$ cat config.mk
export PLATFORM = sky130hd
export DESIGN_NAME = bit_pattern_interpolator
export DESIGN_NICKNAME = d
export VERILOG_FILES = /design/src/bp_interp_pkg.sv /design/src/bp_fifo.sv /design/src/bit_pattern_interpolator.sv
export SDC_FILE = /design/constraint.sdc
export NUM_CORES = 1
export LEC_CHECK = 0
export BUFFER_PORTS_ARGS = -buffer_cell sky130_fd_sc_hd__buf_2
export CORE_MARGIN = 2
export CORE_UTILIZATION = 65
export DETAILED_ROUTE_END_ITERATION = 8
export GPL_TIMING_DRIVEN = 0
export PLACE_DENSITY = 0.88
export SLEW_MARGIN = 40
export SYNTH_ARGS = -nofsm -noshare
export SYNTH_HDL_FRONTEND = slang
export SYNTH_SLANG_ARGS = --single-unit
$ cat constraint.sdc
create_clock -name clock -period 10.8 [get_ports clock]
set_clock_uncertainty 0.2 [all_clocks]
set_input_delay 1.08 -clock clock [delete_from_list [all_inputs] [get_ports clock]]
set_output_delay 1.08 -clock clock [all_outputs]
set_load 0.02 [all_outputs]
$ cat src/bp_interp_pkg.sv
// Package of constants and types for the bit pattern interpolator
package bp_interp_pkg;
   // Host bus word register indices (16-bit bus)
   localparam logic [2:0] ADDR_CMD = 3'h0;
   localparam logic [2:0] ADDR_AX1P = 3'h2;
   localparam logic [2:0] ADDR_AX1M = 3'h3;
   localparam logic [2:0] ADDR_AX2P = 3'h4;
   localparam logic [2:0] ADDR_AX2M = 3'h5;
   localparam logic [2:0] ADDR_AX3P = 3'h6;
   localparam logic [2:0] ADDR_AX3M = 3'h7;
   // Command codes written to the command register
   localparam logic [7:0] CMD_BP2 = 8'h34;
   localparam logic [7:0] CMD_BP3 = 8'h35;
   localparam logic [7:0] CMD_WR_EN = 8'h36;
   localparam logic [7:0] CMD_WR_DIS = 8'h37;
   localparam logic [7:0] CMD_PUSH = 8'h38;
   localparam logic [7:0] CMD_CLEAR = 8'h39;
   localparam logic [7:0] CMD_IRQ_CLR = 8'h3D;
   // Field positions
   localparam int DEPTH_LSB = 13;
   localparam int BUSY_BIT = 8;
   localparam int IRQ_EN_BIT = 15;
   // Reset and count values
   localparam logic [15:0] PATTERN_RESET = 16'h0000;
   localparam logic [1:0] DEPTH_RESET = 2'h0;
   localparam logic [1:0] DEPTH_FULL = 2'h3;
   localparam logic [3:0] BIT_LAST = 4'hF;
   localparam logic [3:0] BIT_RESET = 4'h0;
   // Fastest pattern step rate and its least period in clock cycles
   localparam int CLOCK_HZ = 100_000_000;
   localparam int MAX_STEP_HZ = 4_000_000;
   localparam int MIN_STEP_CYCLES = (CLOCK_HZ + MAX_STEP_HZ - 1) / MAX_STEP_HZ;
   localparam int NUM_AXES = 3;
   localparam int QUEUE_DEPTH = 16;

   // Plus and minus pattern words of one stage for all axes
   typedef struct packed {
      logic [NUM_AXES-1:0][15:0] plus;
      logic [NUM_AXES-1:0][15:0] minus;
   } stage_s;

   // Host write transaction
   typedef struct packed {
      logic [2:0] addr;
      logic [15:0] data;
   } host_wr_s;

   // Drive engine states
   typedef enum logic [0:0] {
      ST_IDLE = 1'b0,
      ST_RUN = 1'b1
   } run_state_e;
endpackage

$ cat src/bp_fifo.sv
// Parameterised valid/ready FIFO in flip-flops
`timescale 1ns/100ps
`default_nettype none
module bp_fifo #(
   parameter int WIDTH = 19,
   parameter int DEPTH = 16
) (
   input wire logic clock,
   input wire logic reset,
   input wire logic in_valid,
   output logic in_ready,
   input wire logic [WIDTH-1:0] in_data,
   output logic out_valid,
   input wire logic out_ready,
   output logic [WIDTH-1:0] out_data
);
   localparam int AW = $clog2(DEPTH);
   // Storage and pointers
   logic [WIDTH-1:0] mem_reg [DEPTH];
   logic [AW-1:0] wr_reg, wr_next, rd_reg, rd_next;
   logic [AW:0] cnt_reg, cnt_next;
   // Ready is registered so the port comes straight from a flip-flop
   logic ready_reg, ready_next;
   logic push, pop;

   // Handshake and pointer arithmetic
   always_comb begin
      push = in_valid && ready_reg;
      pop = (cnt_reg != '0) && out_ready;
      wr_next = push ? wr_reg + AW'(1) : wr_reg;
      rd_next = pop ? rd_reg + AW'(1) : rd_reg;
      cnt_next = cnt_reg + (AW+1)'(push) - (AW+1)'(pop);
      ready_next = (cnt_next != (AW+1)'(DEPTH));
      in_ready = ready_reg;
      out_valid = (cnt_reg != '0);
      out_data = mem_reg[rd_reg];
   end

   // Registers
   always_ff @(posedge clock) begin
      if (reset) begin
         wr_reg <= '0;
         rd_reg <= '0;
         cnt_reg <= '0;
         ready_reg <= 1'b1;
      end else begin
         wr_reg <= wr_next;
         rd_reg <= rd_next;
         cnt_reg <= cnt_next;
         ready_reg <= ready_next;
      end
      if (push) begin
         mem_reg[wr_reg] <= in_data;
      end
   end
endmodule
`default_nettype wire

$ cat src/bit_pattern_interpolator.sv
// Bit pattern interpolation unit: pattern queue and per-axis step output
`timescale 1ns/100ps
`default_nettype none
module bit_pattern_interpolator (
   input wire logic clock,
   input wire logic reset,
   input wire logic host_wr_valid,
   output logic host_wr_ready,
   input wire logic [2:0] host_addr,
   input wire logic [15:0] host_wdata,
   input wire logic [15:0] axis_assign_mode_word,
   input wire logic main_axis_pulse,
   input wire logic stop_cmd,
   input wire logic [2:0] limit_plus,
   input wire logic [2:0] limit_minus,
   output logic [15:0] main_status_word,
   output logic [2:0] step_plus,
   output logic [2:0] step_minus,
   output logic irq_out_n,
   output logic irq_out_oe,
   output logic [15:0] axis_write_word_two
);
   // Host writes are buffered in the FIFO before decoding
   logic fifo_valid, fifo_ready;
   bp_interp_pkg::host_wr_s fifo_in, wr;
   assign fifo_in = '{addr: host_addr, data: host_wdata};
   assign fifo_ready = 1'b1;

   bp_fifo #(.WIDTH(19), .DEPTH(bp_interp_pkg::QUEUE_DEPTH)) wr_fifo (
      .clock(clock),
      .reset(reset),
      .in_valid(host_wr_valid),
      .in_ready(host_wr_ready),
      .in_data(fifo_in),
      .out_valid(fifo_valid),
      .out_ready(fifo_ready),
      .out_data(wr)
   );

   // Pin inputs pass two flip-flops first
   logic [7:0] sync1_reg, sync2_reg;
   always_ff @(posedge clock) begin
      if (reset) begin
         sync1_reg <= 8'h00;
         sync2_reg <= 8'h00;
      end else begin
         sync1_reg <= {main_axis_pulse, stop_cmd, limit_plus, limit_minus};
         sync2_reg <= sync1_reg;
      end
   end
   logic pulse_s, stop_s;
   logic [2:0] lim_p_s, lim_m_s;
   assign {pulse_s, stop_s, lim_p_s, lim_m_s} = sync2_reg;

   // Pattern staging words, shift stage, two holding stages
   bp_interp_pkg::stage_s write_reg, write_next;
   bp_interp_pkg::stage_s shift_reg, shift_next;
   bp_interp_pkg::stage_s hold1_reg, hold1_next;
   bp_interp_pkg::stage_s hold2_reg, hold2_next;
   // Queue depth count and bit position within the shift stage
   logic [1:0] depth_reg, depth_next;
   logic [3:0] bit_reg, bit_next;
   // Pattern write enable and three-axis mode
   logic wr_en_reg, wr_en_next;
   logic three_reg, three_next;
   // Previous pulse level for edge detection
   logic pulse_d_reg;
   // Pending refill interrupt and ordinary word two
   logic irq_reg, irq_next;
   logic [15:0] word_two_reg, word_two_next;
   // Drive pulse outputs, one cycle each
   logic [2:0] sp_reg, sp_next, sm_reg, sm_next;
   // Drive engine state
   bp_interp_pkg::run_state_e state_reg, state_next;

   // Command decode helper
   function automatic logic is_cmd(input bp_interp_pkg::host_wr_s w,
                                   input logic v, input logic [7:0] c);
      is_cmd = v && w.addr == bp_interp_pkg::ADDR_CMD && w.data[7:0] == c;
   endfunction

   // Next-state logic of queue, drive and interrupt
   always_comb begin
      logic step, any_limit, last_bit, stop_drive, push;
      write_next = write_reg;
      shift_next = shift_reg;
      hold1_next = hold1_reg;
      hold2_next = hold2_reg;
      depth_next = depth_reg;
      bit_next = bit_reg;
      wr_en_next = wr_en_reg;
      three_next = three_reg;
      irq_next = irq_reg;
      word_two_next = word_two_reg;
      state_next = state_reg;
      sp_next = 3'h0;
      sm_next = 3'h0;
      // Limits on participating axes block both directions
      any_limit = |(lim_p_s[1:0] | lim_m_s[1:0])
                  | (three_reg & (lim_p_s[2] | lim_m_s[2]));
      // One step per rising pulse edge; needs one high and one low cycle
      step = state_reg == bp_interp_pkg::ST_RUN && pulse_s
             && !pulse_d_reg;
      last_bit = bit_reg == bp_interp_pkg::BIT_LAST;
      stop_drive = 1'b0;
      push = 1'b0;
      // Shared address writes: pattern words or ordinary word two
      if (fifo_valid && wr.addr != bp_interp_pkg::ADDR_CMD) begin
         if (wr_en_reg) begin
            unique case (wr.addr)
               bp_interp_pkg::ADDR_AX1P: write_next.plus[0] = wr.data;
               bp_interp_pkg::ADDR_AX1M: write_next.minus[0] = wr.data;
               bp_interp_pkg::ADDR_AX2P: write_next.plus[1] = wr.data;
               bp_interp_pkg::ADDR_AX2M: write_next.minus[1] = wr.data;
               bp_interp_pkg::ADDR_AX3P: write_next.plus[2] = wr.data;
               bp_interp_pkg::ADDR_AX3M: write_next.minus[2] = wr.data;
               default: ;
            endcase
         end else if (wr.addr == bp_interp_pkg::ADDR_AX1P) begin
            word_two_next = wr.data;
         end
      end
      // Commands
      if (is_cmd(wr, fifo_valid, bp_interp_pkg::CMD_WR_EN)) begin
         wr_en_next = 1'b1;
      end
      if (is_cmd(wr, fifo_valid, bp_interp_pkg::CMD_WR_DIS)) begin
         wr_en_next = 1'b0;
      end
      if (is_cmd(wr, fifo_valid, bp_interp_pkg::CMD_IRQ_CLR)) begin
         irq_next = 1'b0;
      end
      if (is_cmd(wr, fifo_valid, bp_interp_pkg::CMD_BP2)
          || is_cmd(wr, fifo_valid, bp_interp_pkg::CMD_BP3)) begin
         // Start or resume from whatever remains queued
         three_next = wr.data[0];
         // A start under an active stop or limit is refused
         if (depth_reg != bp_interp_pkg::DEPTH_RESET && !stop_s
             && !any_limit) begin
            state_next = bp_interp_pkg::ST_RUN;
         end
      end
      // Drive: one bit per main-axis basic pulse
      if (step) begin
         for (int a = 0; a < bp_interp_pkg::NUM_AXES; a++) begin
            if (a < 2 || three_reg) begin
               sp_next[a] = shift_reg.plus[a][0];
               sm_next[a] = shift_reg.minus[a][0];
            end
         end
         if (shift_reg.plus[0][0] && shift_reg.minus[0][0]) begin
            // End code on main axis drops everything queued
            sp_next[0] = 1'b0;
            sm_next[0] = 1'b0;
            depth_next = bp_interp_pkg::DEPTH_RESET;
            shift_next = '0;
            hold1_next = '0;
            hold2_next = '0;
            bit_next = bp_interp_pkg::BIT_RESET;
            stop_drive = 1'b1;
         end else if (last_bit) begin
            shift_next = hold1_reg;
            hold1_next = hold2_reg;
            hold2_next = '0;
            depth_next = depth_reg - 2'h1;
            bit_next = bp_interp_pkg::BIT_RESET;
            if (depth_reg == 2'h2) begin
               irq_next = 1'b1;
            end
            if (depth_reg == 2'h1) begin
               stop_drive = 1'b1;
            end
         end else begin
            for (int a = 0; a < bp_interp_pkg::NUM_AXES; a++) begin
               shift_next.plus[a] = {1'b0, shift_reg.plus[a][15:1]};
               shift_next.minus[a] = {1'b0, shift_reg.minus[a][15:1]};
            end
            bit_next = bit_reg + 4'h1;
         end
      end
      if (state_reg == bp_interp_pkg::ST_RUN && (stop_s || any_limit)) begin
         stop_drive = 1'b1;
         sp_next = 3'h0;
         sm_next = 3'h0;
      end
      // Push: load the stage selected by the depth count
      if (is_cmd(wr, fifo_valid, bp_interp_pkg::CMD_PUSH)
          && depth_next != bp_interp_pkg::DEPTH_FULL) begin
         push = 1'b1;
         unique case (depth_next)
            2'h0: shift_next = write_reg;
            2'h1: hold1_next = write_reg;
            2'h2: hold2_next = write_reg;
            default: ;
         endcase
         depth_next = depth_next + 2'h1;
         irq_next = 1'b0;
      end
      // Clear command empties every stage
      if (is_cmd(wr, fifo_valid, bp_interp_pkg::CMD_CLEAR)) begin
         shift_next = '0;
         hold1_next = '0;
         hold2_next = '0;
         depth_next = bp_interp_pkg::DEPTH_RESET;
         bit_next = bp_interp_pkg::BIT_RESET;
         // An empty queue cannot keep a drive running
         stop_drive = 1'b1;
      end
      if (stop_drive) begin
         state_next = bp_interp_pkg::ST_IDLE;
         irq_next = 1'b0;
      end
      // A refill event in the same cycle as a push or a clear is dropped
      if (step && last_bit && depth_reg == 2'h2 && !push && !stop_drive) begin
         irq_next = 1'b1;
      end
   end

   // State registers
   always_ff @(posedge clock) begin
      if (reset) begin
         write_reg <= '0;
         shift_reg <= '0;
         hold1_reg <= '0;
         hold2_reg <= '0;
         depth_reg <= bp_interp_pkg::DEPTH_RESET;
         bit_reg <= bp_interp_pkg::BIT_RESET;
         wr_en_reg <= 1'b0;
         three_reg <= 1'b0;
         pulse_d_reg <= 1'b0;
         irq_reg <= 1'b0;
         word_two_reg <= bp_interp_pkg::PATTERN_RESET;
         state_reg <= bp_interp_pkg::ST_IDLE;
         sp_reg <= 3'h0;
         sm_reg <= 3'h0;
      end else begin
         write_reg <= write_next;
         shift_reg <= shift_next;
         hold1_reg <= hold1_next;
         hold2_reg <= hold2_next;
         depth_reg <= depth_next;
         bit_reg <= bit_next;
         wr_en_reg <= wr_en_next;
         three_reg <= three_next;
         pulse_d_reg <= pulse_s;
         irq_reg <= irq_next;
         word_two_reg <= word_two_next;
         state_reg <= state_next;
         sp_reg <= sp_next;
         sm_reg <= sm_next;
      end
   end

   // Registered outputs
   logic [15:0] status_reg;
   logic irq_n_reg, irq_oe_reg;
   always_ff @(posedge clock) begin
      if (reset) begin
         status_reg <= 16'h0000;
         irq_n_reg <= 1'b1;
         irq_oe_reg <= 1'b0;
      end else begin
         status_reg <= 16'h0000;
         status_reg[bp_interp_pkg::DEPTH_LSB +: 2] <= depth_next;
         status_reg[bp_interp_pkg::BUSY_BIT] <=
            state_next == bp_interp_pkg::ST_RUN;
         irq_n_reg <= 1'b0;
         irq_oe_reg <= irq_next
            && axis_assign_mode_word[bp_interp_pkg::IRQ_EN_BIT];
      end
   end
   assign main_status_word = status_reg;
   assign step_plus = sp_reg;
   assign step_minus = sm_reg;
   assign irq_out_n = irq_n_reg;
   assign irq_out_oe = irq_oe_reg;
   assign axis_write_word_two = word_two_reg;
endmodule
`default_nettype wire

==> results.md, run 1 <==
* Avg Inst Size Synth at 11.08 µm²
* Pre-CTS WS at 5.598 ns
* Vias at 24,020
* CTS clk-pin slew, worst paths at 0.06 ns
* Critical Path Fanout Max at 10
* Post-synth cell types at 58
* Cells after synthesis at 2,786
* I/O pin total at 87
* Max reg flops at 304
* Placed cell area at 32,480 µm²
* Crit share post-route at 50.82%
* RSZ-0062 raised after global routing: no
* First-pass GRT wire length at 139.4 mm
* Clock buffer depth at 3
* Final HPWL DP at 57.82 mm
* Full die area at 49,270 µm²
* Critical path capture point type: flip-flop
* Post-CTS Setup Bufs at 0
* Critical path startpoint: bit_reg[0]
* R2R Path Start: bit_reg[0]
* CTS Buf Count at 74
* FF+latch count, synth at 757
* Max-slew violation count at 0
* Port Buffer Count at 58
* Crit path time final at 5.489 ns
* Yosys warnings at 0
* Die X at 222.0 µm
* Required @ worst endpoint at 11.11 ns
* Hold depth at 1
* Status: complete, no violations
* Resized Gates After CTS at 0
* Fin util at 74.56%
* Gpl congestion at 0.9038
* Final worst setup slack at 5.311 ns
* Slew @ Worst Pin at 0.9894 ns
* Mapped Area at 30,880 µm²
* Arrival time at the worst endpoint at 5.80 ns
* CTS Sinks at 757
* CTS root buf: clkbuf_16
* Initial antenna violation count at 0
* Hold Fails Final Rpt at 0
* Die Height at 222.0 µm
* Hold_sp: sync1_reg[4]
* Pwr dens at 201.5 nW/µm²
* Worst setup path class: flip-flop to flip-flop
* CTS Hold Bufs at 0
* Most common cell after layout, fill and taps aside: dfxtp_1
* Hold Path Class: flip-flop to flip-flop
* LEAKAGE at 11.61 nW
* Area Overhead vs Synth at 12.88%
* Initial Utilization at 66.05%
* Setup TNS at 0 ns
* Startpoint types: flip-flop
* Slew headroom at 33.88%
* CTS tree: built
* EDFF count, synth at 304
* Iteration count of the initial detailed-routing pass at 9
* Skew-Pair Late Insertion Delay at 0.65 ns
* Post-synthesis sequential area ratio at 58.93%
* Total design power at 0.007025 W
* R2R depth at 15
* Drt wl/cell at 25.30 µm
* Ys async rst share at 0%
* Initial DRC Count at 3,672
* Largest net degree at the start of global routing at 17
* Final wirelength at 91.68 mm
* Antenna-violating nets left at 0
* Worst VDD drop at 0.0002907 V
* Post-route DRC at 0
* GRT Overall Usage at 37.22%
* Max-Cap Viols at 0
* Layout cell share with drive strength beyond 1 at 13.96%
* Ys flop type: dfxtp_1
* CTS H-tree lvls at 3
* Final net count at 3,026
* Core area at 46,750 µm²
* Row cnt at 79
* Most frequent cells in the layout: 453 x dfxtp_1, 394 x nand2_1, 304 x edfxtp_1
* Routed vias/inst at 6.629
* Vias in the first global route at 23,750
* GRT overflow at 0
* F_max at 0.1822 GHz
* Final Setup Violations at 0
* Design area at 34,860 µm²
## metrics by stage
| step | std cells | hold slack (ns) |
|---|---|---|
| 2_1_floorplan | 2798 | 0.2138 |
| 3_3_place_gp | 3463 | 0.2182 |
| 3_5_place_dp | 3491 | 0.2268 |
| 4_1_cts | 3623 | 0.2406 |
| 5_1_grt | 3623 | 0.2556 |
| 6_report | 3624 | 0.2384 |
## logic make-up (layout without fill, tap and decap cells)
family	count (synthesis)	count (layout)	share of synthesized area, %
mux	310	310	13.42
xor+xnor	11	11	0.3120
buf+inv	252	470	3.768
compound gates	419	419	7.990
other cells	1	14	0.01214
fa+ha+maj	20	20	0.8347
flops	757	757	58.93
simple gates	1016	1016	14.74
## power by group
part | leakage, nW | internal, W | switching, W | total [W]
registers | 6.40 | 0.00304 | 0.0000420 | 0.00308
logic | 4.04 | 0.000471 | 0.000897 | 0.00137
clock network | 1.16 | 0.00145 | 0.00112 | 0.00257
## path summary, 6_finish.rpt
check	endpoint	slack, ns
worst min register to register	sync2_reg[4]	0.24
worst min-delay path	sync2_reg[4]	0.24
worst max register to register	hold2_reg[89]	5.31
worst max-delay path	hold2_reg[89]	5.31
## worst max-delay path, stage by stage (launching register included)
cell      delay (ns)
dfxtp_1         0.38
ha_1            0.22
nand3_1         0.15
nor2_1          0.23
clkbuf_1        0.73
buf_1           0.70
xnor2_1         0.20
nor2_1          0.12
ha_1            0.29
nor2_1          0.12
nor4b_2         0.45
nand4_1         0.58
buf_2           0.45
clkbuf_1        0.29
nand3_1         0.16
a21oi_1         0.08
## cells in the mapped netlist, drive strengths merged (2+ instances only)
| cell type | n | area [µm²] |
|---|---|---|
| nand3 | 102 | 510.5 |
| o21ai | 4 | 23.77 |
| and3b | 2 | 17.52 |
| xnor2 | 5 | 43.79 |
| and4 | 3 | 26.28 |
| nor4 | 2 | 18.77 |
| xor2 | 6 | 52.55 |
| and3 | 6 | 37.54 |
| a21oi | 294 | 1479 |
| a211oi | 91 | 683.2 |
| a2111oi | 2 | 55.05 |
| mux4 | 83 | 1869 |
| dfxtp | 453 | 9069 |
| nor3 | 104 | 520.5 |
| nand2 | 394 | 1479 |
| ha | 19 | 237.7 |
| or4b | 3 | 30.03 |
| nor2 | 253 | 952.2 |
| nand4 | 7 | 43.79 |
| inv | 16 | 60.06 |
| a221oi | 8 | 70.07 |
| nor4b | 4 | 47.55 |
| buf | 108 | 623.1 |
| nand2b | 2 | 12.51 |
| a21o | 2 | 15.01 |
| clkbuf | 128 | 480.5 |
| and2 | 7 | 43.79 |
| mux2i | 226 | 2262 |
| or2 | 2 | 12.51 |
| or3 | 97 | 606.8 |
| a22oi | 12 | 95.09 |
| nor2b | 23 | 143.9 |
| edfxtp | 304 | 9129 |
## routing by layer
layer	share of wire, %	vias up	global-route usage (%)
li1	-	10290	-
met1	34	11460	44.83
met5	0	-	0
met4	7.7	0	26.05
met3	11	454	8.137
met2	47	1819	60.01
## cell type report
type,instances,area (µm²)
sequential,757,18200
fill,2760,11900
multi-input combinational,1789,11690
clock buffer,94,2018
buffer,236,1114
tap,607,759.5
timing repair buffer,86,658.1
clock inverter,38,354.1
inverter,16,60.06
antenna,1,2.502
No activity file was read; power rests on OpenSTA's default activity.
==> inputs of run 2 (changes only) <==
Settings changed: CORE_UTILIZATION 65 to 56, PLACE_DENSITY 0.88 to 0.81.
Clock period 10.8 ns to 4.6 ns, I/O delays scaled along.
==> results.md, run 2 (synthesized netlist as in run 1, its figures left out) <==
* Critical Path Fanout Max at 10 (unchanged)
* Most frequent cells in the layout: 453 x dfxtp_1, 391 x nand2_1, 304 x edfxtp_1 (was 453 x dfxtp_1, 394 x nand2_1, 304 x edfxtp_1)
* Initial antenna violation count at 2 (was 0)
* F_max at 0.2214 GHz (was 0.1822 GHz)
* GRT overflow at 0 (unchanged)
* Met3 WL post-DR at 7.904 mm (was 10.01 mm)
* Final Setup Violations at 0 (unchanged)
* M1 WL at 32.16 mm (was 31.37 mm)
* Final net count at 3,056 (was 3,026)
* CTS Buf Count at 76 (was 74)
* Design area at 35,450 µm² (was 34,860 µm²)
* Slowest cell on crit path: and4bb_2 (was clkbuf_1)
* Die X at 238.8 µm (was 222.0 µm)
* Vias at 23,300 (was 24,020)
* First-pass GRT wire length at 133.6 mm (was 139.4 mm)
* Hold Fails Final Rpt at 0 (unchanged)
* CP Cell Sequence: buf_4 -> buf_2 -> buf_2 -> mux4_2 -> a22oi_1 -> nand2_4 -> and4bb_2 -> and4_1 -> buf_4 -> buf_2 -> buf_2 -> nand2_1 -> a21oi_1 (was ha_1 -> nand3_1 -> nor2_1 -> clkbuf_1 -> buf_1 -> xnor2_1 -> nor2_1 -> ha_1 -> nor2_1 -> nor4b_2 -> nand4_1 -> buf_2 -> clkbuf_1 -> nand3_1 -> a21oi_1)
* Routed vias/inst at 6.209 (was 6.629)
* Initial Utilization at 56.38% (was 66.05%)
* Max reg flops at 304 (unchanged)
* Core area at 54,770 µm² (was 46,750 µm²)
* Total design power at 0.01653 W (was 0.007025 W)
* Placed cell area at 32,640 µm² (was 32,480 µm²)
* Dpl cells at 3,589 (was 3,491)
* Highest Signal Layer: met5 (was met4)
* Reg2reg setup slack at 0.08 ns (was 5.31 ns)
* Final wirelength at 87.63 mm (was 91.68 mm)
* Area Overhead vs Synth at 14.80% (was 12.88%)
* Metal2 WL at 42.15 mm (was 43.25 mm)
* Post-route DRC at 0 (unchanged)
* Required @ worst endpoint at 4.95 ns (was 11.11 ns)
* CTS Sinks at 757 (unchanged)
* Crit path time final at 4.516 ns (was 5.489 ns)
* Largest net degree at the start of global routing at 20 (was 17)
* Antenna-violating nets left at 0 (unchanged)
* Clock buffer depth at 3 (unchanged)
* Status: complete, no violations (unchanged)
* WHS at 0.02729 ns (was 0.2384 ns)
* Row cnt at 86 (was 79)
* R2R depth at 13 (was 15)
* Gpl congestion at 0.9160 (was 0.9038)
* Iteration count of the initial detailed-routing pass at 6 (was 9)
* RSZ-0062 raised after global routing: no (unchanged)
* Port Buffer Count at 58 (unchanged)
* Die Height at 238.8 µm (was 222.0 µm)
* Slew @ Worst Pin at 0.9397 ns (was 0.9894 ns)
* GRT Overall Usage at 30.80% (was 37.22%)
* LEAKAGE at 11.80 nW (was 11.61 nW)
* Vias in the first global route at 23,210 (was 23,750)
* Skew-Pair Late Insertion Delay at 0.64 ns (was 0.65 ns)
* Worst setup path class: flip-flop to flip-flop (unchanged)
* Hold depth at 1 (unchanged)
* Fillers at 3,928 (was 2,760)
* Arrival time at the worst endpoint at 4.86 ns (was 5.80 ns)
* Fin cells at 3,752 (was 3,624)
* Hold Path Class: primary input to flip-flop (was flip-flop to flip-flop)
* Final HPWL DP at 56.47 mm (was 57.82 mm)
* Critical path capture point type: flip-flop (unchanged)
* Max-Cap Viols at 0 (unchanged)
* Initial DRC Count at 2,822 (was 3,672)
* Most common cell after layout, fill and taps aside: dfxtp_1 (unchanged)
* Pwr dens at 466.4 nW/µm² (was 201.5 nW/µm²)
* Crit share post-route at 98.17% (was 50.82%)
* Layout cell share with drive strength beyond 1 at 14.28% (was 13.96%)
* Drt wl/cell at 23.36 µm (was 25.30 µm)
* CTS clk-pin slew, worst paths at 0.06 ns (about the same)
* Slew headroom at 36.78% (was 33.88%)
* CTS H-tree lvls at 3 (unchanged)
* CTS root buf: clkbuf_16 (unchanged)
* Full die area at 57,040 µm² (was 49,270 µm²)
* I/O pin total at 87 (unchanged)
* Worst VDD drop at 0.0004937 V (was 0.0002907 V)
* CTS tree: built (unchanged)
* Crit-path max cell delay at 0.43 ns (was 0.73 ns)
* Fin util at 64.73% (was 74.56%)
* CP dominant cell by count: buf_2 (was nor2_1)
* Max-slew violation count at 0 (unchanged)
* Startpoint types: flip-flop (unchanged)
## run 2: cell type report
type	instances	area [µm²]	area share, %
Sequential cell	757	18200	51.33
Multi-Input combinational cell	1789	11720	33.07
Clock buffer	100	2082	5.873
Buffer	235	1116	3.148
Timing Repair Buffer	115	975.9	2.753
Tap cell	704	880.8	2.485
Clock inverter	35	412.9	1.165
Inverter	16	60.06	0.1694
Antenna cell	1	2.502	0.007059
## run 2: worst paths after layout
kind,from,to
setup / recovery,flip-flop,hold1_reg[26]
hold / removal,host_wdata[12],wr_fifo.mem_reg[15][12]
setup reg to reg,flip-flop,hold1_reg[26]
hold reg to reg,sync1_reg[3],sync2_reg[3]
## run 2: power breakdown
| group | internal [W] | leakage, nW | total, W | switching, W |
|---|---|---|---|---|
| registers | 0.00714 | 6.40 | 0.00723 | 0.0000853 |
| logic | 0.00112 | 4.19 | 0.00310 | 0.00197 |
| clock network | 0.00355 | 1.21 | 0.00621 | 0.00265 |
| total | 0.0118 | 11.8 | 0.0165 | 0.00471 |
## run 2: metrics by stage
stage	setup TNS, ns	setup WS, ns
3_3_place_gp	-66.89	-0.4786
6_report	0	0.08426
5_1_grt	0	0.03864
2_1_floorplan	0	0.9048
3_5_place_dp	-81.49	-0.6071
4_1_cts	0	0.03625
## run 2: metal layers
layer,vias to the layer above,GRT usage [%]
met4,2,17.86
met1,11230,37.46
met2,1369,51.03
li1,10350,-
met5,-,0
met3,345,6.386
## run 2: what timing repair did
| action | 4_1_cts | 5_1_grt |
|---|---|---|
| buffers inserted | 0 | 2 |
| hold buffers | 25 | 0 |
| gates cloned | 0 | 0 |
| setup endpoints to repair | 288 | 135 |
| resized for setup | 5 | 7 |
| hold endpoints to repair | 226 | 0 |
## run 2: worst max-delay path: cells and delay by family, from the launching register on
family,cells,cell delay [ns]
mux,1,0.37
simple gates,4,1.15
compound gates,2,0.54
flops,1,0.30
buf+inv,6,1.85
